--- src/shared/seq_pkg.sv ---
// Constants shared by the control sequencer, its timing source and its register slave
package seq_pkg;

	// Clock and documented timing figures
	localparam int CLK_PERIOD_PS = 5000;
	localparam int SRC_PERIOD_US = 50;
	localparam int SRC_WIDTH_US = 15;
	localparam int ADVANCE_US = 15;
	localparam int RELOAD_US = 30;
	// Cycle counts derived from the figures; all are exact multiples of the period
	localparam int SRC_PERIOD_CYC = SRC_PERIOD_US * 1000000 / CLK_PERIOD_PS;
	localparam int SRC_WIDTH_CYC = SRC_WIDTH_US * 1000000 / CLK_PERIOD_PS;
	localparam int ADVANCE_CYC = ADVANCE_US * 1000000 / CLK_PERIOD_PS;
	localparam int RELOAD_CYC = RELOAD_US * 1000000 / CLK_PERIOD_PS;

	// Widths of the sequencer registers
	localparam int OPCODE_W = 6;
	localparam int DIST_W = 4;
	localparam int ADDER_W = 2;
	localparam int REP_W = 7;
	localparam int PADDR_W = 6;
	localparam int MADDR_W = 7;

	// Register byte offsets on the AXI4-Lite slave
	localparam logic [7:0] CTRL_OFS = 8'h00;
	localparam logic [7:0] START_OFS = 8'h04;
	localparam logic [7:0] PRESET_OFS = 8'h08;
	localparam logic [7:0] STATUS_OFS = 8'h0c;
	localparam logic [7:0] COUNTS_OFS = 8'h10;

	// Control register fields and reset value
	localparam int CTRL_RUN_BIT = 0;
	localparam int CTRL_STEP_BIT = 1;
	localparam logic [1:0] CTRL_RST = 2'h0;

	// Status register fields
	localparam int STAT_PHASE_BIT = 0;
	localparam int STAT_ADDER_LSB = 1;
	localparam int STAT_RELOAD_BIT = 3;
	localparam int STAT_STEPOK_BIT = 4;

	// Counter snapshot field positions
	localparam int CNT_OPCODE_LSB = 0;
	localparam int CNT_DIST_LSB = 6;
	localparam int CNT_REP_LSB = 10;
	localparam int CNT_P_LSB = 17;
	localparam int CNT_M_LSB = 23;

	// Acquisition distributor states
	localparam logic [3:0] ACQ_CLEAR_M = 4'h0;
	localparam logic [3:0] ACQ_P_TO_M = 4'h1;
	localparam logic [3:0] ACQ_READ_OP = 4'h2;
	localparam logic [3:0] ACQ_LOAD_OP = 4'h3;
	localparam logic [3:0] ACQ_INC_M = 4'h4;
	localparam logic [3:0] ACQ_READ_ADR = 4'h5;
	localparam logic [3:0] ACQ_LOAD_ADR = 4'h6;
	localparam logic [3:0] DIST_LAST = 4'hf;

	// AXI responses
	localparam logic [1:0] RESP_OKAY = 2'h0;
	localparam logic [1:0] RESP_SLVERR = 2'h2;

	// Reload sequencing states, Gray coded
	typedef enum logic [1:0] {
		RL_IDLE = 2'b00,
		RL_WAIT = 2'b01,
		RL_APPLY = 2'b11
	} reload_state_t;

endpackage

--- src/logic/timing_source.sv ---
// Free-running pulse source: fixed width pulses at a fixed repetition period
`timescale 1ns/1ps
`default_nettype none
module timing_source #(
	parameter int PERIOD = 10000,
	parameter int WIDTH = 3000
) (
	input wire logic aclk, // System clock
	input wire logic aresetn, // Synchronous reset, active low
	output logic level_r, // High for WIDTH cycles of each period
	output logic rise_r, // First cycle of a pulse
	output logic fall_r // First cycle after a pulse
);
	localparam int CW = $clog2(PERIOD);
	localparam logic [CW-1:0] LAST = CW'(PERIOD - 1);
	localparam logic [CW-1:0] WEND = CW'(WIDTH);

	logic [CW-1:0] cnt_r;

	// Period counter wraps; no stop, the source never pauses
	always_ff @(posedge aclk) begin
		if (!aresetn) begin
			cnt_r <= '0;
		end else if (cnt_r == LAST) begin
			cnt_r <= '0;
		end else begin
			cnt_r <= cnt_r + 1'b1;
		end
	end

	// Outputs registered so the pulse edges are glitch free
	always_ff @(posedge aclk) begin
		if (!aresetn) begin
			level_r <= 1'b0;
			rise_r <= 1'b0;
			fall_r <= 1'b0;
		end else begin
			level_r <= cnt_r < WEND;
			rise_r <= cnt_r == '0;
			fall_r <= cnt_r == WEND;
		end
	end
endmodule
`default_nettype wire

--- src/logic/axil_slave.sv ---
// AXI4-Lite slave front end: one write and one read in flight, fixed latency
`timescale 1ns/1ps
`default_nettype none
module axil_slave
	import seq_pkg::*;
(
	input wire logic aclk, // System clock
	input wire logic aresetn, // Synchronous reset, active low
	input wire logic [7:0] awaddr, // Write address
	input wire logic awvalid, // Write address valid
	output logic awready, // Write address ready
	input wire logic [31:0] wdata, // Write data
	input wire logic [3:0] wstrb, // Write byte strobes
	input wire logic wvalid, // Write data valid
	output logic wready, // Write data ready
	output logic [1:0] bresp, // Write response
	output logic bvalid, // Write response valid
	input wire logic bready, // Write response ready
	input wire logic [7:0] araddr, // Read address
	input wire logic arvalid, // Read address valid
	output logic arready, // Read address ready
	output logic [31:0] rdata, // Read data
	output logic [1:0] rresp, // Read response
	output logic rvalid, // Read data valid
	input wire logic rready, // Read data ready
	output logic wr_pulse_r, // One-cycle register write strobe
	output logic [7:0] wr_addr_r, // Captured write address
	output logic [31:0] wr_data_r, // Captured write data
	output logic [3:0] wr_strb_r, // Captured byte strobes
	input wire logic wr_hit, // Captured write address is mapped
	input wire logic [31:0] rd_data, // Read data for araddr
	input wire logic rd_hit // araddr is mapped
);
	logic aw_got_r;
	logic w_got_r;

	// Write side: address and data in either order, response after both
	always_ff @(posedge aclk) begin
		if (!aresetn) begin
			aw_got_r <= 1'b0;
			w_got_r <= 1'b0;
			awready <= 1'b1;
			wready <= 1'b1;
			bvalid <= 1'b0;
			bresp <= RESP_OKAY;
			wr_pulse_r <= 1'b0;
			wr_addr_r <= '0;
			wr_data_r <= '0;
			wr_strb_r <= '0;
		end else begin
			wr_pulse_r <= 1'b0;
			if (awvalid && awready) begin
				aw_got_r <= 1'b1;
				awready <= 1'b0;
				wr_addr_r <= awaddr;
			end
			if (wvalid && wready) begin
				w_got_r <= 1'b1;
				wready <= 1'b0;
				wr_data_r <= wdata;
				wr_strb_r <= wstrb;
			end
			if (aw_got_r && w_got_r && !bvalid) begin
				wr_pulse_r <= wr_hit;
				bresp <= wr_hit ? RESP_OKAY : RESP_SLVERR;
				bvalid <= 1'b1;
				aw_got_r <= 1'b0;
				w_got_r <= 1'b0;
			end
			// Ready returns only after the response, so one write at a time
			if (bvalid && bready) begin
				bvalid <= 1'b0;
				awready <= 1'b1;
				wready <= 1'b1;
			end
		end
	end

	// Read side: data sampled at the address handshake
	always_ff @(posedge aclk) begin
		if (!aresetn) begin
			arready <= 1'b1;
			rvalid <= 1'b0;
			rdata <= '0;
			rresp <= RESP_OKAY;
		end else if (arvalid && arready) begin
			arready <= 1'b0;
			rvalid <= 1'b1;
			rdata <= rd_hit ? rd_data : 32'h0000_0000;
			rresp <= rd_hit ? RESP_OKAY : RESP_SLVERR;
		end else if (rvalid && rready) begin
			rvalid <= 1'b0;
			arready <= 1'b1;
		end
	end
endmodule
`default_nettype wire

--- src/logic/cpu_control_sequencer.sv ---
// Control sequencer: phase flag, opcode decode, distributor, adder timing, counters
// Function
// - Acquisition disables opcode decode, acquisition subcommands only
// - Commands are decoded opcode ANDed with phase
// - Distributor pulse is state decode AND timing
// - Six-bit opcode register feeds command decoder
// - Four-bit distributor counter, sixteen pulses, starts zero
// - Last acquisition pulse sets phase, clears distributor
// - Distributor advances 15 us after each pulse
// - Reload to earlier state lands 30 us later
// - Distributor holds while adder pulses are issued
// - Source pulses 15 us wide every 50 us
// - Basic pulse only while adder counter zero
// - Two-bit adder counter counts three on request
// - After third count adder counter clears, distributor resumes
// - Single-step mode releases one adder pulse per start
// - Seven-bit repetition down-counter, preset or set
// - Repetition counter msb comes from opcode lsb
// - Repetition counter decrements; zero returns to acquisition
// - Program address counter preset, steps, jumps
// - Memory address cleared, then program address shifted in
// - Acquisition increments memory address to odd cell
// - Opcode and operand address loaded; program address increments
//
// The AXI4-Lite slave port and the address map are this design's own decisions.
`timescale 1ns/1ps
`default_nettype none
module cpu_control_sequencer
	import seq_pkg::*;
#(
	parameter int PERIOD_CYC = SRC_PERIOD_CYC,
	parameter int WIDTH_CYC = SRC_WIDTH_CYC,
	parameter int RELOAD_DLY_CYC = RELOAD_CYC
) (
	input wire logic aclk, // System clock, 200 MHz
	input wire logic aresetn, // Synchronous reset, active low
	input wire logic [7:0] s_axi_awaddr, // AXI write address
	input wire logic s_axi_awvalid, // AXI write address valid
	output logic s_axi_awready, // AXI write address ready
	input wire logic [31:0] s_axi_wdata, // AXI write data
	input wire logic [3:0] s_axi_wstrb, // AXI write strobes
	input wire logic s_axi_wvalid, // AXI write data valid
	output logic s_axi_wready, // AXI write data ready
	output logic [1:0] s_axi_bresp, // AXI write response
	output logic s_axi_bvalid, // AXI write response valid
	input wire logic s_axi_bready, // AXI write response ready
	input wire logic [7:0] s_axi_araddr, // AXI read address
	input wire logic s_axi_arvalid, // AXI read address valid
	output logic s_axi_arready, // AXI read address ready
	output logic [31:0] s_axi_rdata, // AXI read data
	output logic [1:0] s_axi_rresp, // AXI read response
	output logic s_axi_rvalid, // AXI read data valid
	input wire logic s_axi_rready, // AXI read data ready
	input wire logic [OPCODE_W-1:0] xchg_data, // Word from the exchange register
	input wire logic add_req, // Execution asks for an add sequence
	input wire logic reload_req, // Execution asks for a distributor reload
	input wire logic [DIST_W-1:0] reload_state, // Earlier distributor state to reload
	input wire logic count_set, // Set repetition counter during execution
	input wire logic load_count_instr, // Preset repetition counter for input/output
	input wire logic [REP_W-2:0] count_value, // Lower bits of the repetition count
	input wire logic jump_take, // Execute a jump to jump_addr
	input wire logic [PADDR_W-1:0] jump_addr, // Jump target program address
	output logic phase_flag, // 0 acquisition, 1 execution
	output logic [(1<<OPCODE_W)-1:0] command_r, // One-hot instruction commands
	output logic [(1<<DIST_W)-1:0] distributor_pulse, // Distributor pulses, one hot
	output logic basic_timing_pulse, // Basic timing pulse
	output logic adder_pulse_first, // First adder timing pulse
	output logic adder_pulse_second, // Second adder timing pulse
	output logic adder_pulse_third, // Third adder timing pulse
	output logic [MADDR_W-1:0] mem_addr_r, // Memory address counter
	output logic mem_read_r, // Memory read strobe
	output logic repetition_counter_msb // Top bit of the repetition counter
);
	logic src_level;
	logic src_rise;
	logic src_fall;
	logic wr_pulse;
	logic [7:0] wr_addr;
	logic [31:0] wr_data;
	logic [3:0] wr_strb;
	logic wr_hit;
	logic [31:0] rd_data;
	logic rd_hit;

	logic run_r;
	logic step_mode_r;
	logic step_ok_r;
	logic [OPCODE_W-1:0] opcode_r;
	logic [DIST_W-1:0] dist_r;
	logic [ADDER_W-1:0] adder_timing_counter;
	logic [REP_W-1:0] rep_r;
	logic [PADDR_W-1:0] paddr_r;
	logic route_basic_r;
	logic route_adder_r;
	logic [DIST_W-1:0] rl_state_r;
	logic [$clog2(RELOAD_DLY_CYC+1)-1:0] rl_cnt_r;
	reload_state_t rl_fsm_r;
	reload_state_t rl_fsm_nxt;

	logic sel_basic;
	logic sel_adder;
	logic route_basic;
	logic route_adder;
	logic dp_start;
	logic basic_fall;
	logic adder_fall;
	logic rl_done;
	logic phase_end;
	logic [7:0] cnt_ofs;

	localparam logic [$clog2(RELOAD_DLY_CYC+1)-1:0] RL_LAST =
		($clog2(RELOAD_DLY_CYC+1))'(RELOAD_DLY_CYC - 2);

	timing_source #(
		.PERIOD(PERIOD_CYC),
		.WIDTH(WIDTH_CYC)
	) u_src (
		.aclk(aclk),
		.aresetn(aresetn),
		.level_r(src_level),
		.rise_r(src_rise),
		.fall_r(src_fall)
	);

	axil_slave u_bus (
		.aclk(aclk),
		.aresetn(aresetn),
		.awaddr(s_axi_awaddr),
		.awvalid(s_axi_awvalid),
		.awready(s_axi_awready),
		.wdata(s_axi_wdata),
		.wstrb(s_axi_wstrb),
		.wvalid(s_axi_wvalid),
		.wready(s_axi_wready),
		.bresp(s_axi_bresp),
		.bvalid(s_axi_bvalid),
		.bready(s_axi_bready),
		.araddr(s_axi_araddr),
		.arvalid(s_axi_arvalid),
		.arready(s_axi_arready),
		.rdata(s_axi_rdata),
		.rresp(s_axi_rresp),
		.rvalid(s_axi_rvalid),
		.rready(s_axi_rready),
		.wr_pulse_r(wr_pulse),
		.wr_addr_r(wr_addr),
		.wr_data_r(wr_data),
		.wr_strb_r(wr_strb),
		.wr_hit(wr_hit),
		.rd_data(rd_data),
		.rd_hit(rd_hit)
	);

	// Clock pulse routing, decided at the start of each source pulse
	assign sel_basic = run_r && (adder_timing_counter == '0);
	assign sel_adder = run_r && (adder_timing_counter != '0) && (step_ok_r || !step_mode_r);
	assign route_basic = src_rise ? sel_basic : route_basic_r;
	assign route_adder = src_rise ? sel_adder : route_adder_r;
	assign dp_start = src_rise && sel_basic;
	assign basic_fall = src_fall && route_basic_r;
	assign adder_fall = src_fall && route_adder_r;
	assign rl_done = (rl_fsm_r == RL_APPLY);
	// Phase drops at this edge; commands go dark with it, not one cycle later
	assign phase_end = phase_flag && (rl_done ? (rep_r == REP_W'(1)) :
		(basic_fall && rl_fsm_r == RL_IDLE && dist_r == DIST_LAST));

	// Route is held for the whole pulse so a pulse is never split between uses
	always_ff @(posedge aclk) begin
		if (!aresetn) begin
			route_basic_r <= 1'b0;
			route_adder_r <= 1'b0;
		end else if (src_rise) begin
			route_basic_r <= sel_basic;
			route_adder_r <= sel_adder;
		end
	end

	// Timing pulse outputs, one register stage behind the source
	always_ff @(posedge aclk) begin
		if (!aresetn) begin
			basic_timing_pulse <= 1'b0;
			adder_pulse_first <= 1'b0;
			adder_pulse_second <= 1'b0;
			adder_pulse_third <= 1'b0;
		end else begin
			basic_timing_pulse <= src_level && route_basic;
			adder_pulse_first <= src_level && route_adder && (adder_timing_counter == 2'h1);
			adder_pulse_second <= src_level && route_adder && (adder_timing_counter == 2'h2);
			adder_pulse_third <= src_level && route_adder && (adder_timing_counter == 2'h3);
		end
	end

	// Distributor pulses: one state decode per bit, gated by the basic pulse
	genvar k;
	generate
		for (k = 0; k < (1 << DIST_W); k++) begin : g_dp
			always_ff @(posedge aclk) begin
				if (!aresetn) begin
					distributor_pulse[k] <= 1'b0;
				end else begin
					distributor_pulse[k] <= src_level && route_basic && (dist_r == DIST_W'(k));
				end
			end
		end
	endgenerate

	// Commands: decoder output ANDed with the phase flag, dark in acquisition
	genvar c;
	generate
		for (c = 0; c < (1 << OPCODE_W); c++) begin : g_cmd
			always_ff @(posedge aclk) begin
				if (!aresetn) begin
					command_r[c] <= 1'b0;
				end else begin
					command_r[c] <= phase_flag && !phase_end &&
						(opcode_r == OPCODE_W'(c));
				end
			end
		end
	endgenerate

	// Adder timing counter: parked at zero until an add, then 1, 2, 3 and clear
	always_ff @(posedge aclk) begin
		if (!aresetn) begin
			adder_timing_counter <= '0;
		end else if (basic_fall && phase_flag && add_req && adder_timing_counter == '0) begin
			adder_timing_counter <= 2'h1;
		end else if (adder_fall) begin
			adder_timing_counter <= adder_timing_counter + 1'b1;
		end
	end

	// Single-step release: each adder pulse uses up the grant, start restores it
	always_ff @(posedge aclk) begin
		if (!aresetn) begin
			step_ok_r <= 1'b0;
		end else if (wr_pulse && wr_addr == START_OFS && wr_strb[0] && wr_data[0]) begin
			step_ok_r <= 1'b1;
		end else if (adder_fall) begin
			step_ok_r <= 1'b0;
		end
	end

	// Reload sequencer state
	always_comb begin
		rl_fsm_nxt = rl_fsm_r;
		unique case (rl_fsm_r)
			RL_IDLE: begin
				if (dp_start && phase_flag && reload_req) begin
					rl_fsm_nxt = RL_WAIT;
				end
			end
			RL_WAIT: begin
				if (rl_cnt_r == RL_LAST) begin
					rl_fsm_nxt = RL_APPLY;
				end
			end
			RL_APPLY: begin
				rl_fsm_nxt = RL_IDLE;
			end
			default: begin
				rl_fsm_nxt = RL_IDLE;
			end
		endcase
	end

	// Reload delay counter runs from the initiating pulse; the target is captured then
	always_ff @(posedge aclk) begin
		if (!aresetn) begin
			rl_fsm_r <= RL_IDLE;
			rl_cnt_r <= '0;
			rl_state_r <= '0;
		end else begin
			rl_fsm_r <= rl_fsm_nxt;
			if (rl_fsm_r == RL_IDLE) begin
				rl_cnt_r <= '0;
				rl_state_r <= reload_state;
			end else begin
				rl_cnt_r <= rl_cnt_r + 1'b1;
			end
		end
	end

	// Phase flag and distributor; a pending reload replaces the normal advance
	always_ff @(posedge aclk) begin
		if (!aresetn) begin
			phase_flag <= 1'b0;
			dist_r <= '0;
		end else if (rl_done) begin
			if (rep_r == {{(REP_W-1){1'b0}}, 1'b1}) begin
				phase_flag <= 1'b0;
				dist_r <= '0;
			end else begin
				dist_r <= rl_state_r;
			end
		end else if (basic_fall && rl_fsm_r == RL_IDLE) begin
			// Falling edge of the 15 us pulse is the advance instant
			if (dist_r == DIST_LAST) begin
				phase_flag <= !phase_flag;
				dist_r <= '0;
			end else begin
				dist_r <= dist_r + 1'b1;
			end
		end
	end

	// Repetition counter: set with msb from opcode lsb, decremented per repeat
	always_ff @(posedge aclk) begin
		if (!aresetn) begin
			rep_r <= '0;
		end else if (rl_done && rep_r != '0) begin
			rep_r <= rep_r - 1'b1;
		end else if ((count_set && phase_flag) || load_count_instr) begin
			rep_r <= {opcode_r[0], count_value};
		end
	end

	always_ff @(posedge aclk) begin
		if (!aresetn) begin
			repetition_counter_msb <= 1'b0;
		end else begin
			repetition_counter_msb <= rep_r[REP_W-1];
		end
	end

	// Acquisition subcommands, issued at the start of each distributor pulse
	always_ff @(posedge aclk) begin
		if (!aresetn) begin
			opcode_r <= '0;
			mem_addr_r <= '0;
			mem_read_r <= 1'b0;
		end else begin
			mem_read_r <= 1'b0;
			if (dp_start && !phase_flag) begin
				unique case (dist_r)
					ACQ_CLEAR_M: mem_addr_r <= '0;
					ACQ_P_TO_M: mem_addr_r <= {paddr_r, 1'b0};
					ACQ_READ_OP: mem_read_r <= 1'b1;
					ACQ_LOAD_OP: opcode_r <= xchg_data;
					ACQ_INC_M: mem_addr_r <= mem_addr_r + 1'b1;
					ACQ_READ_ADR: mem_read_r <= 1'b1;
					ACQ_LOAD_ADR: mem_addr_r <= {1'b0, xchg_data};
					default: mem_read_r <= 1'b0;
				endcase
			end
		end
	end

	// Program address: operator preset, acquisition step, or jump
	always_ff @(posedge aclk) begin
		if (!aresetn) begin
			paddr_r <= '0;
		end else if (wr_pulse && wr_addr == PRESET_OFS && wr_strb[0]) begin
			paddr_r <= wr_data[PADDR_W-1:0];
		end else if (jump_take && phase_flag) begin
			paddr_r <= jump_addr;
		end else if (dp_start && !phase_flag && dist_r == ACQ_LOAD_ADR) begin
			paddr_r <= paddr_r + 1'b1;
		end
	end

	// Control register: run gate and single-step mode
	always_ff @(posedge aclk) begin
		if (!aresetn) begin
			run_r <= CTRL_RST[CTRL_RUN_BIT];
			step_mode_r <= CTRL_RST[CTRL_STEP_BIT];
		end else if (wr_pulse && wr_addr == CTRL_OFS && wr_strb[0]) begin
			run_r <= wr_data[CTRL_RUN_BIT];
			step_mode_r <= wr_data[CTRL_STEP_BIT];
		end
	end

	// Address decode for both bus directions
	assign wr_hit = (wr_addr == CTRL_OFS) || (wr_addr == START_OFS) ||
		(wr_addr == PRESET_OFS);
	assign cnt_ofs = s_axi_araddr;
	assign rd_hit = (cnt_ofs == CTRL_OFS) || (cnt_ofs == START_OFS) ||
		(cnt_ofs == PRESET_OFS) || (cnt_ofs == STATUS_OFS) || (cnt_ofs == COUNTS_OFS);

	// Read data mux; start reads as zero since it only carries a strobe
	always_comb begin
		rd_data = 32'h0000_0000;
		unique case (cnt_ofs)
			CTRL_OFS: begin
				rd_data[CTRL_RUN_BIT] = run_r;
				rd_data[CTRL_STEP_BIT] = step_mode_r;
			end
			PRESET_OFS: rd_data[PADDR_W-1:0] = paddr_r;
			STATUS_OFS: begin
				rd_data[STAT_PHASE_BIT] = phase_flag;
				rd_data[STAT_ADDER_LSB +: ADDER_W] = adder_timing_counter;
				rd_data[STAT_RELOAD_BIT] = rl_fsm_r != RL_IDLE;
				rd_data[STAT_STEPOK_BIT] = step_ok_r;
			end
			COUNTS_OFS: begin
				rd_data[CNT_OPCODE_LSB +: OPCODE_W] = opcode_r;
				rd_data[CNT_DIST_LSB +: DIST_W] = dist_r;
				rd_data[CNT_REP_LSB +: REP_W] = rep_r;
				rd_data[CNT_P_LSB +: PADDR_W] = paddr_r;
				rd_data[CNT_M_LSB +: MADDR_W] = mem_addr_r;
			end
			default: rd_data = 32'h0000_0000;
		endcase
	end
endmodule
`default_nettype wire

--- config.mk ---
export PLATFORM = sky130hd
export DESIGN_NAME = cpu_control_sequencer
export DESIGN_NICKNAME = d
export VERILOG_FILES = /design/src/shared/seq_pkg.sv /design/src/logic/timing_source.sv /design/src/logic/axil_slave.sv /design/src/logic/cpu_control_sequencer.sv
export SDC_FILE = /design/constraint.sdc
export NUM_CORES = 1
export LEC_CHECK = 0
export BUFFER_PORTS_ARGS = -buffer_cell sky130_fd_sc_hd__buf_2
export CAP_MARGIN = 30
export CORE_MARGIN = 2
export CORE_UTILIZATION = 40
export CTS_BUF_LIST = sky130_fd_sc_hd__clkbuf_4
export DETAILED_ROUTE_END_ITERATION = 8
export GPL_TIMING_DRIVEN = 0
export SYNTH_ARGS = -nofsm -noshare
export SYNTH_HDL_FRONTEND = slang
export SYNTH_SLANG_ARGS = --single-unit
--- constraint.sdc ---
create_clock -name aclk -period 5.1 [get_ports aclk]
set_clock_uncertainty 0.2 [all_clocks]
set_input_delay 1.02 -clock aclk [delete_from_list [all_inputs] [get_ports aclk]]
set_output_delay 1.02 -clock aclk [all_outputs]
set_load 0.02 [all_outputs]
==> run summary, run 1 <==
• sky130_fd_sc_hd__dfxtp_1 — Post-synth top flop
• 221 — Ports
• 315 nW/um^2 — power density relative to cell area
• 0.208 — total routing usage reported by global routing
• 0.55 ns — Critical Path Max Stage Delay
• 0.752 ns — slew at the pin closest to its max-slew limit
• 0 — count of endpoints failing setup in the final report
• sky130_fd_sc_hd__clkbuf_4 — CTS Root Buffer Type
• done — TritonCTS clock tree
• sky130_fd_sc_hd__dfxtp_1 — commonest non-fill, non-tap cell in the layout
• 36.8 mm — wire length of the first global-routing pass
• 23.7 mm — DRT Wirelength
• 0 — count of unresolved DRC violations after routing
• 929 — number of instances in the synthesized netlist
• 1.43 ns — endpoint arrival time on the critical path
• sky130_fd_sc_hd__dfxtp_1 — Crit-path slowest cell
• 215 — # clock sinks
• 9.13 um^2 — Synth Area per Inst
• 10500 um^2 — design area
• 150 um — horizontal extent of the die
• 185 — number of port buffers
• 23.4% — synthesis-to-finish area growth
• 0 — setup repair bufs after CTS
• 2.65 ns — final critical path time including I/O delays and setup
• 6 — Worst Path Max Fanout
• finished clean — run status
• 215 x sky130_fd_sc_hd__dfxtp_1, 197 x sky130_fd_sc_hd__buf_2, 157 x sky130_fd_sc_hd__nor2_1 — most frequent cells in the layout
• register — type of origin of the critical path
• 0.000151 V — largest voltage drop on the vdd net
• 0 — count of endpoints failing hold in the final timing report
• 0.377 GHz — top achievable clock speed
• 5 — antenna violations before repair
• 15.9 um — Routed wire per std cell
• 20900 um^2 — floorplan core area
• 0.255 ns — post-route worst hold slack
• 0 — post-cts hold buffer count
• 53 — placement row count
• 0.909 — Final Wtd Congestion
• 8480 um^2 — summed instance area of the synthesized netlist
• 0.67 ns — source-to-sink clock delay at the later pin of the worst-skew pair
• 5.09 — drt via density
• 7592 — vias after detailed routing
• 215 — Seq cells post-synth
• 74 — number of distinct library cells after synthesis
• 4.41 nW — leakage power total
• no — setup repair after global routing missed its margin
• 55 — cts bufs inserted
• 7239 — via count of the first global-routing pass
• primary output — CP Capture Type
• 5 — number of iterations in the first detailed-routing pass
• buf_2 — critical path, cell by cell
• 9770 um^2 — placed cell area
• 0 — Syn. warnings
• 0 — total overflow reported by the global router
• 17 — maximum number of pins on one net before global-route repair
• 150 um — vertical die dimension
• 0 ns — total negative slack for setup checks
• reg2out — category of the most critical setup path
• 0.520 — Final Cycle Share
• 0 — post-cts resize count
• 1277 — Total Nets Final
• 0.406 — effective utilization at floorplan
• 0 — share of flip-flops with an asynchronous set or reset
• 2 — number of levels the H-tree was split into
• 0 — max-slew violations
• 22400 um^2 — die area
• 3 — Clock Tree Buf Depth
• 0 — EDFF count, synth
• flip-flops — crit-path leading delay family
• 0.507 — sequential fraction of the synthesis area
• 0.499 — headroom to the max-slew limit
• 426 — Initial DRC Count
• 1 — buffers plus inverters on the worst setup path
• 17.6 mm — HPWL reported at the end of detailed placement
• reg2reg — class of the worst hold path
• 0.263 — proportion of layout cells with a drive suffix above 1
• 0.06 ns — Reg clk slew, reported paths
• 0 — maximum capacitance violations
• 0 — Post-DRT Antenna Nets
• 3.88 ns — CP Data Required Time
==> power breakdown <==
group          switching, mW  internal (mW)
Sequential            0.0185           1.70
Clock                  0.673          0.750
Combinational         0.0971         0.0567
==> through the flow <==
step	instances	setup slack, ns	power [mW]	util
floorplan	932	2.75	1.84	-
global placement	1392	2.05	1.91	0.468
detailed placement	1392	1.98	1.91	0.468
CTS	1490	2.33	3.35	0.501
global route	1493	2.34	3.45	0.501
finish	1493	2.45	3.29	0.501
==> flip-flops by register name, indices dropped and copies added, names as in the netlist, 2 cells and up <==
| name | flops |
|---|---|
| command_r | 64 |
| u_bus.rdata | 30 |
| adder_timing_counter | 2 |
| distributor_pulse | 16 |
| u_src.cnt_r | 14 |
| dist_r | 4 |
| rep_r | 7 |
| u_bus.wr_addr_r | 8 |
| rl_state_r | 4 |
| rl_cnt_r | 13 |
| u_bus.wr_data_r | 6 |
| paddr_r | 6 |
| opcode_r | 6 |
| rl_fsm_r | 2 |
| mem_addr_r | 7 |
==> routing by layer <==
metal / vias to the layer above / track usage / part of all wire
met2: 238 / 0.350 / 0.47
met3: 43 / 0.0515 / 0.065
li1: 3774 / - / -
met5: - / 0 / 0.0012
met1: 3533 / 0.262 / 0.44
met4: 4 / 0.0690 / 0.019
==> worst paths after layout <==
check	start	to	slack, ns	depth (start not counted)
worst max-delay path	phase_flag	phase_flag	2.45	1
worst min-delay path	u_bus.wr_data_r[4]	u_bus.wr_data_r[4]	0.25	2
worst max register to register	dist_r[0]	paddr_r[4]	2.73	6
worst min register to register	u_bus.wr_data_r[4]	u_bus.wr_data_r[4]	0.25	2
==> layout make-up <==
cell class	instances	area [um^2]
tap	275	344
inverter	27	101
clock buffer	84	631
timing repair buffer	185	926
sequential	215	4300
fill	2067	10400
antenna	3	7.51
clock inverter	14	66.3
multi-input combinational	639	3830
buffer	51	262
==> kinds of logic after synthesis <==
| logic type | synth area share |
|---|---|
| buffers and inverters | 0.0428 |
| muxes | 0.0206 |
| DFF | 0.507 |
| AOI/OAI and AO/OA | 0.122 |
| xor gates and xnor gates | 0.0299 |
| other | 0.000442 |
| adders and majority gates | 0.0251 |
| and+or+nand+nor | 0.252 |
==> synth_stat cells (all sizes together) (3+ instances only) <==
library cell    n  share of area
nand2          75          0.033
or4             4         0.0035
and3           19          0.014
a31oi           4         0.0047
a211oi         10         0.0088
o21ai          12         0.0071
o211ai          3         0.0027
buf            23          0.017
xor2            7         0.0072
clkbuf         28          0.014
nand2b          5         0.0037
ha             17          0.025
nor4           13          0.016
nand4b          5         0.0066
nand3b          7         0.0062
a311oi          6         0.0062
mux2i          13          0.015
nand3          51          0.031
inv            27          0.012
a221o           3         0.0035
dfxtp         215           0.51
nor3           25          0.015
or3             7         0.0058
xnor2          22          0.023
a21oi          47          0.028
nand4          13          0.012
nor2b          11         0.0081
mux2            4         0.0053
nor2          157          0.069
a32o            4         0.0047
and2           15          0.011
o22ai           6         0.0044
a22oi          33          0.030
o31a            3         0.0031
Power figures use the tool's default switching activity.
==> run 2: changes to the inputs <==
ABC_AREA = 1   (was default)
clock period = 2.6 ns   (was 5.1 ns; I/O delays follow)
==> run summary, run 2 <==
• 216 x sky130_fd_sc_hd__nand2_1, 215 x sky130_fd_sc_hd__dfxtp_1, 184 x sky130_fd_sc_hd__nor2_1 — leading post-synthesis cells by instance count
• 1506 — Total Nets Final, +18%
• 7622 — via count of the first global-routing pass, +5.3%
• 0.229 — proportion of layout cells with a drive suffix above 1, -0.0335
• 4.94 nW — leakage power total, +12%
• reg2reg — category of the most critical setup path
• 0.500 — sequential fraction of the synthesis area, -0.00766
• 0 — share of flip-flops with an asynchronous set or reset, unchanged
• sky130_fd_sc_hd__dfxtp_1 50%, sky130_fd_sc_hd__nand2_1 9.4%, sky130_fd_sc_hd__nor2_1 8.0% — most area-consuming cells after synthesis
• 17 — maximum number of pins on one net before global-route repair, unchanged
• 0.213 — total routing usage reported by global routing, +0.00467
• 0.532 — headroom to the max-slew limit, +0.0332
• sky130_fd_sc_hd__dfxtp_1 — post-synth top area cell
• sky130_fd_sc_hd__nor2_1 — cell with the most instances on the worst path
• adder_timing_counter[0] — crit path from
• 7 — Worst Path Max Fanout, +1
• 1 — antenna violations before repair, -4
• finished clean — run status
• 2 — number of levels the H-tree was split into, unchanged
• 17.9 mm — HPWL reported at the end of detailed placement, +2.0%
• 0 — count of endpoints failing setup in the final report, unchanged
• 0 ns — total negative slack for setup checks, unchanged
• sky130_fd_sc_hd__clkbuf_4 — CTS Root Buffer Type
• in2reg — class of the worst hold path
• 64 — flip-flop count of the largest register after layout, unchanged
• count_value[5] — beginning of the worst hold path
• sky130_fd_sc_hd__dfxtp_1 — Crit-path slowest cell
• 0 — max-slew violations, unchanged
• 14.2 um — Routed wire per std cell, -11%
• 3 — Clock Tree Buf Depth, unchanged
• 0.702 ns — slew at the pin closest to its max-slew limit, -0.0498 ns
• 215 — # clock sinks, unchanged
• 2.57 ns — endpoint arrival time on the critical path, +1.14 ns
• sky130_fd_sc_hd__dfxtp_1 — Post-synth top flop
• 0.455 GHz — top achievable clock speed
• 221 — Ports, unchanged
• 47 — number of distinct library cells after synthesis, -36%
• 0 — EDFF count, synth, unchanged
• 1121 — number of instances in the synthesized netlist, +21%
• 2116 — Fill cells, +2.4%
• 0.500 — post-synth top area share, -0.00766
• 0.409 — effective utilization at floorplan, +0.00234
• 0.36 ns — Critical Path Max Stage Delay, -0.19 ns
• 187 — number of port buffers, +1.1%
• 0 — maximum capacitance violations, unchanged
• no — setup repair after global routing missed its margin
• register — CP Capture Type
• rep_r[5] — Endpoint, Worst Hold
• command_r x64, u_bus.rdata x30, distributor_pulse x16 — largest registers
• 1718 — non-filler instance count after layout, +15%
• 0.000329 V — largest voltage drop on the vdd net, +120%
• 603 nW/um^2 — power density relative to cell area, +92%
• 0 — count of endpoints failing hold in the final timing report, unchanged
• 8183 — vias after detailed routing, +7.8%
• adder_timing_counter[0] — launch point of the worst reg-to-reg path
• 38.1 mm — wire length of the first global-routing pass, +3.6%
• 0.844 — Final Wtd Congestion, -7.1%
• 0.400 ns — final worst-path setup slack, -2.05 ns
• 7.68 um^2 — Synth Area per Inst, -16%
• command_r — Top reg by flops
• 2.20 ns — final critical path time including I/O delays and setup
• 0 — Post-DRT Antenna Nets, unchanged
• 0.398 ns — Worst Setup Slack post-DPL, -1.58 ns
• 55 — cts bufs inserted, unchanged
• 0 — post-cts resize count, unchanged
• 21100 um^2 — floorplan core area, +0.95%
• 151 um — vertical die dimension, +0.74%
• 0.07 ns — Reg clk slew, reported paths, about the same
• 26.8% — synthesis-to-finish area growth
• inv_1, ha_1, nand3_1, nor2_1, nand2_1, nand3_1, nand2_1, nor2_1, nor2_1 — critical path, cell by cell
• 53 — placement row count, unchanged
• paddr_r[3] — Worst R2R End
• 0.40 ns — reg2reg setup slack, -2.33 ns
• 0 — setup repair bufs after CTS, unchanged
• 22700 um^2 — die area, +1.5%
• 216 x sky130_fd_sc_hd__nand2_1, 215 x sky130_fd_sc_hd__dfxtp_1, 198 x sky130_fd_sc_hd__buf_2 — most frequent cells in the layout
• 24.4 mm — DRT Wirelength, +2.8%
• 0 — Syn. warnings, unchanged
• 0.846 — Final Cycle Share
• 5 — number of iterations in the first detailed-routing pass, unchanged
• 0.68 ns — source-to-sink clock delay at the later pin of the worst-skew pair, about the same
• 8610 um^2 — summed instance area of the synthesized netlist, +1.5%
• 0 — total overflow reported by the global router, unchanged
• 3 — Worst Hold Path Cells, +1
• 9 — FF-to-FF path depth, +3
• sky130_fd_sc_hd__nand2_1 — commonest non-fill, non-tap cell in the layout
• 423 — Initial DRC Count, -0.70%
• 0 — count of unresolved DRC violations after routing, unchanged
• 35 — post-cts hold buffer count, +35
• 215 — Seq cells post-synth, unchanged
• 2.97 ns — CP Data Required Time, -0.91 ns
• register — type of origin of the critical path
• 1586 — instance count after placement with tap cells included, +14%
• 4.76 — drt via density, -6.3%
• done — TritonCTS clock tree
• 151 um — horizontal extent of the die, +0.74%
• sky130_fd_sc_hd__nand2_1 — cell with the most instances after synthesis
[run 2: cell count changes after synthesis, sizes merged, moves of 21 or more]
cell,delta
inv,+85
a22oi,-32
nor2,+38
a21oi,+36
o21ai,+77
nand2,+145
nand3,+21
[run 2: worst max-delay path by stage]
stage,cells past startpoint,endpoint,slack (ns)
detailed placement,7,u_bus.rdata[0],0.40
CTS,9,paddr_r[3],0.41
finish,9,paddr_r[3],0.40
global route,9,paddr_r[3],0.18
global placement,9,paddr_r[3],0.38
floorplan,8,distributor_pulse[3],0.82
[run 2: stage by stage]
| stage | hold slack, ns | total power [mW] | utilization | instance area (um^2) |
|---|---|---|---|---|
| after floorplan | 0.225 | 3.73 | - | 8630 |
| after global placement | 0.242 | 3.90 | 0.470 | 9910 |
| after detailed placement | 0.245 | 3.90 | 0.470 | 9910 |
| after CTS | 0.0103 | 6.67 | 0.518 | 10900 |
| after global routing | 0.0368 | 6.92 | 0.518 | 10900 |
| final | 0.0578 | 6.59 | 0.518 | 10900 |
[run 2: worst max-delay path: cells and delay by family (launching register included)]
family | cells | cell delay [ns]
adders and majority gates | 1 | 0.20
DFF | 1 | 0.36
buffers and inverters | 1 | 0.12
and+or+nand+nor | 7 | 1.23
[run 2: report_power, final]
group	leakage, nW	internal [mW]	total [mW]	switching [mW]
logic	2.80	0.174	0.453	0.279
clock network	0.389	1.38	2.72	1.34
registers	1.75	3.37	3.42	0.0487
[run 2: per-layer routing]
metal / GRT usage / share of wire / vias up / wire, um
li1: - / - / 4188 / -
met1: 0.280 / 0.45 / 3708 / 10900
met2: 0.349 / 0.47 / 262 / 11400
met3: 0.0470 / 0.069 / 25 / 1690
met4: 0.0687 / 0.016 / 0 / 393
met5: 0 / 0 / - / 0
[run 2: cell type report]
type	count	area (um^2)	share of cell area
sequential	215	4300	0.394
multi-input combinational	756	3650	0.334
timing repair buffer	222	1290	0.118
clock buffer	78	586	0.0536
inverter	113	424	0.0388
tap	275	344	0.0315
buffer	40	246	0.0226
clock inverter	17	77.6	0.00710
antenna	2	5.00	0.000458
[run 2: cells by family (layout without fill, tap and decap cells)]
kind of cell,count (synthesis),in the layout,share of synthesized area
AOI/OAI and AO/OA,184,184,0.110
xor gates and xnor gates,10,10,0.0102
adders and majority gates,17,17,0.0247
buffers and inverters,153,470,0.0778
DFF,215,215,0.500
muxes,1,1,0.00131
other,1,6,0.000435
and+or+nand+nor,540,540,0.276
==> run 3: changes to the inputs <==
ABC_AREA = 0   (was 1)
clock period = 2.05 ns   (was 2.6 ns; I/O delays follow)
==> run summary, run 3 (synthesized netlist as in run 1, its figures left out) <==
• finished clean — run status
• 53 — placement row count, unchanged
• in2reg — class of the worst hold path
• 0.494 GHz — top achievable clock speed, +8.7%
• 4 — antenna violations before repair, +3
• 486 — Initial DRC Count, +15%
• adder_timing_counter[0] — launch point of the worst reg-to-reg path
• 212 x sky130_fd_sc_hd__dfxtp_1, 196 x sky130_fd_sc_hd__buf_2, 157 x sky130_fd_sc_hd__nor2_1 — most frequent cells in the layout
• 5.08 — drt via density, +6.7%
• 0.000449 V — largest voltage drop on the vdd net, +36%
• command_r x64, u_bus.rdata x30, distributor_pulse x16 — largest registers
• 739 nW/um^2 — power density relative to cell area, +23%
• 215 — # clock sinks, unchanged
• 7910 — vias after detailed routing, -3.3%
• 32.4% — synthesis-to-finish area growth
• 2.33 ns — endpoint arrival time on the critical path, -0.24 ns
• 5 — Worst Path Max Fanout, -2
• 1341 — Total Nets Final, -11%
• 0.771 ns — slew at the pin closest to its max-slew limit, +0.0683 ns
• 17 — maximum number of pins on one net before global-route repair, unchanged
• 1991 — Fill cells, -5.9%
• yes — setup repair after global routing missed its margin
• 221 — Ports, unchanged
• 64 — flip-flop count of the largest register after layout, unchanged
• 3950 um^2 — multi-input logic area, +8.1%
• register — type of origin of the critical path
• 150 um — horizontal extent of the die, -0.74%
• 2.02 ns — final critical path time including I/O delays and setup, -0.177 ns
• 0.0359 ns — post-route worst hold slack, -0.0219 ns
• sky130_fd_sc_hd__clkbuf_4 — CTS Root Buffer Type
• 2.36 ns — CP Data Required Time, -0.61 ns
• 0 — count of endpoints failing setup in the final report, unchanged
• 0.03 ns — reg2reg setup slack, -0.37 ns
• -0.460 ns — Worst Setup Slack post-DPL, -0.858 ns
• 20900 um^2 — floorplan core area, -0.94%
• 0 — Post-DRT Antenna Nets, unchanged
• 5 — number of iterations in the first detailed-routing pass, unchanged
• paddr_r[5] — termination of the worst setup path
• paddr_r[5] — Worst R2R End
• 150 um — vertical die dimension, -0.74%
• command_r — Top reg by flops
• 0.0269 ns — final worst-path setup slack, -0.373 ns
• 0.406 — effective utilization at floorplan, -0.00234
• 0 — total overflow reported by the global router, unchanged
• 0 — max-slew violations, unchanged
• reg2reg — category of the most critical setup path
• 4310 um^2 — Sequential Area, +0.15%
• 0.67 ns — source-to-sink clock delay at the later pin of the worst-skew pair, about the same
• adder_timing_counter[0] — crit path from
• 0 — count of endpoints failing hold in the final timing report, unchanged
• sky130_fd_sc_hd__dfxtp_1 — commonest non-fill, non-tap cell in the layout
• 17.6 mm — HPWL reported at the end of detailed placement, -2.0%
• register — CP Capture Type
• 0.987 — Final Cycle Share, +0.141
• 0.06 ns — Reg clk slew, reported paths, about the same
• 0.268 — proportion of layout cells with a drive suffix above 1, +0.0392
• 7 — FF-to-FF path depth, -2
• 0.214 — total routing usage reported by global routing, +0.00109
• 3 — Clock Tree Buf Depth, unchanged
• 22400 um^2 — die area, -1.5%
• 0.909 — Final Wtd Congestion, +7.7%
• 24.5 mm — DRT Wirelength, +0.43%
• 15.7 um — Routed wire per std cell, +11%
• 0 — count of unresolved DRC violations after routing, unchanged
• 4.72 nW — leakage power total, -4.5%
• 185 — number of port buffers, -1.1%
• 0 — maximum capacitance violations, unchanged
• 2 — number of levels the H-tree was split into, unchanged
• done — TritonCTS clock tree
• 55 — cts bufs inserted, unchanged
• 7536 — via count of the first global-routing pass, -1.1%
• 38.0 mm — wire length of the first global-routing pass, -0.47%
• 0.486 — headroom to the max-slew limit, -0.0455
run 3: cell count changes in the layout (fill, tap and decap cells not counted), moves of 18 or more:
cell	previous run	this run
sky130_fd_sc_hd__a21oi_1	83	46
sky130_fd_sc_hd__a22oi_1	1	32
sky130_fd_sc_hd__dlygate4sd3_1	35	58
sky130_fd_sc_hd__inv_1	104	26
sky130_fd_sc_hd__nand2_1	216	74
sky130_fd_sc_hd__nor2_1	184	157
sky130_fd_sc_hd__o21ai_0	88	11
sky130_fd_sc_hd__xnor2_1	4	22
run 3: power breakdown:
part	internal [mW]	leakage [nW]	switching (mW)
Clock	1.87	0.412	1.69
Sequential	4.23	1.74	0.0468
Combinational	0.217	2.56	0.260
run 3: metal layers:
metal  up-vias  global-route usage  wire length (um)
met4         4              0.0690               531
met1      3678               0.266             10500
met3        46              0.0485              1740
met5         -                   0                27
met2       280               0.368             11700
li1       3902                   -                 -
run 3: worst min path at each step:
stage	startpoint	endpoint	slack [ns]	cells past startpoint
final	s_axi_awvalid	u_bus.wr_addr_r[6]	0.04	4
after global routing	jump_addr[1]	paddr_r[1]	0.04	4
after CTS	s_axi_awvalid	u_bus.wr_addr_r[6]	0.003	4
after detailed placement	u_bus.rdata[5]	u_bus.rdata[5]	0.25	2
after global placement	u_bus.rdata[5]	u_bus.rdata[5]	0.24	2
after floorplan	rl_state_r[0]	rl_state_r[0]	0.23	2
run 3: worst max-delay path, stage by stage, from the launching register on:
cell and delay, ns:
sky130_fd_sc_hd__dfxtp_1 0.35, sky130_fd_sc_hd__inv_1 0.15, sky130_fd_sc_hd__ha_2 0.25, sky130_fd_sc_hd__nand4b_1 0.11, sky130_fd_sc_hd__buf_4 0.19, sky130_fd_sc_hd__nor4_2 0.33, sky130_fd_sc_hd__xnor2_1 0.18, sky130_fd_sc_hd__o211ai_1 0.13
run 3: area by class of cell:
cell class              instances  share of cell area
clock buffers                  84              0.0562
repair buffers                252               0.140
multi-input cells             639               0.351
well taps                     275              0.0306
inverters                      27             0.00903
plain buffers                  48              0.0225
clock inverters                14             0.00591
diodes                          2            0.000446
flip-flops and latches        215               0.384
run 3: timing repair:
action,in CTS,in global routing
resized for setup,13,16
buffers inserted,5,4
hold endpoints to repair,52,0
hold buffers,58,0
setup endpoints to repair,72,81
pin swaps,3,3
run 3: through the flow:
step | instance area, um^2 | utilization | std cells | TNS, ns | total power [mW]
detailed placement | 9770 | 0.468 | 1392 | -21.89 | 4.75
floorplan | 8500 | - | 932 | 0 | 4.59
finish | 11200 | 0.538 | 1556 | 0 | 8.30
global route | 11200 | 0.538 | 1556 | -0.0535 | 8.69
CTS | 11100 | 0.533 | 1552 | 0 | 8.42
global placement | 9770 | 0.468 | 1392 | -19.71 | 4.75
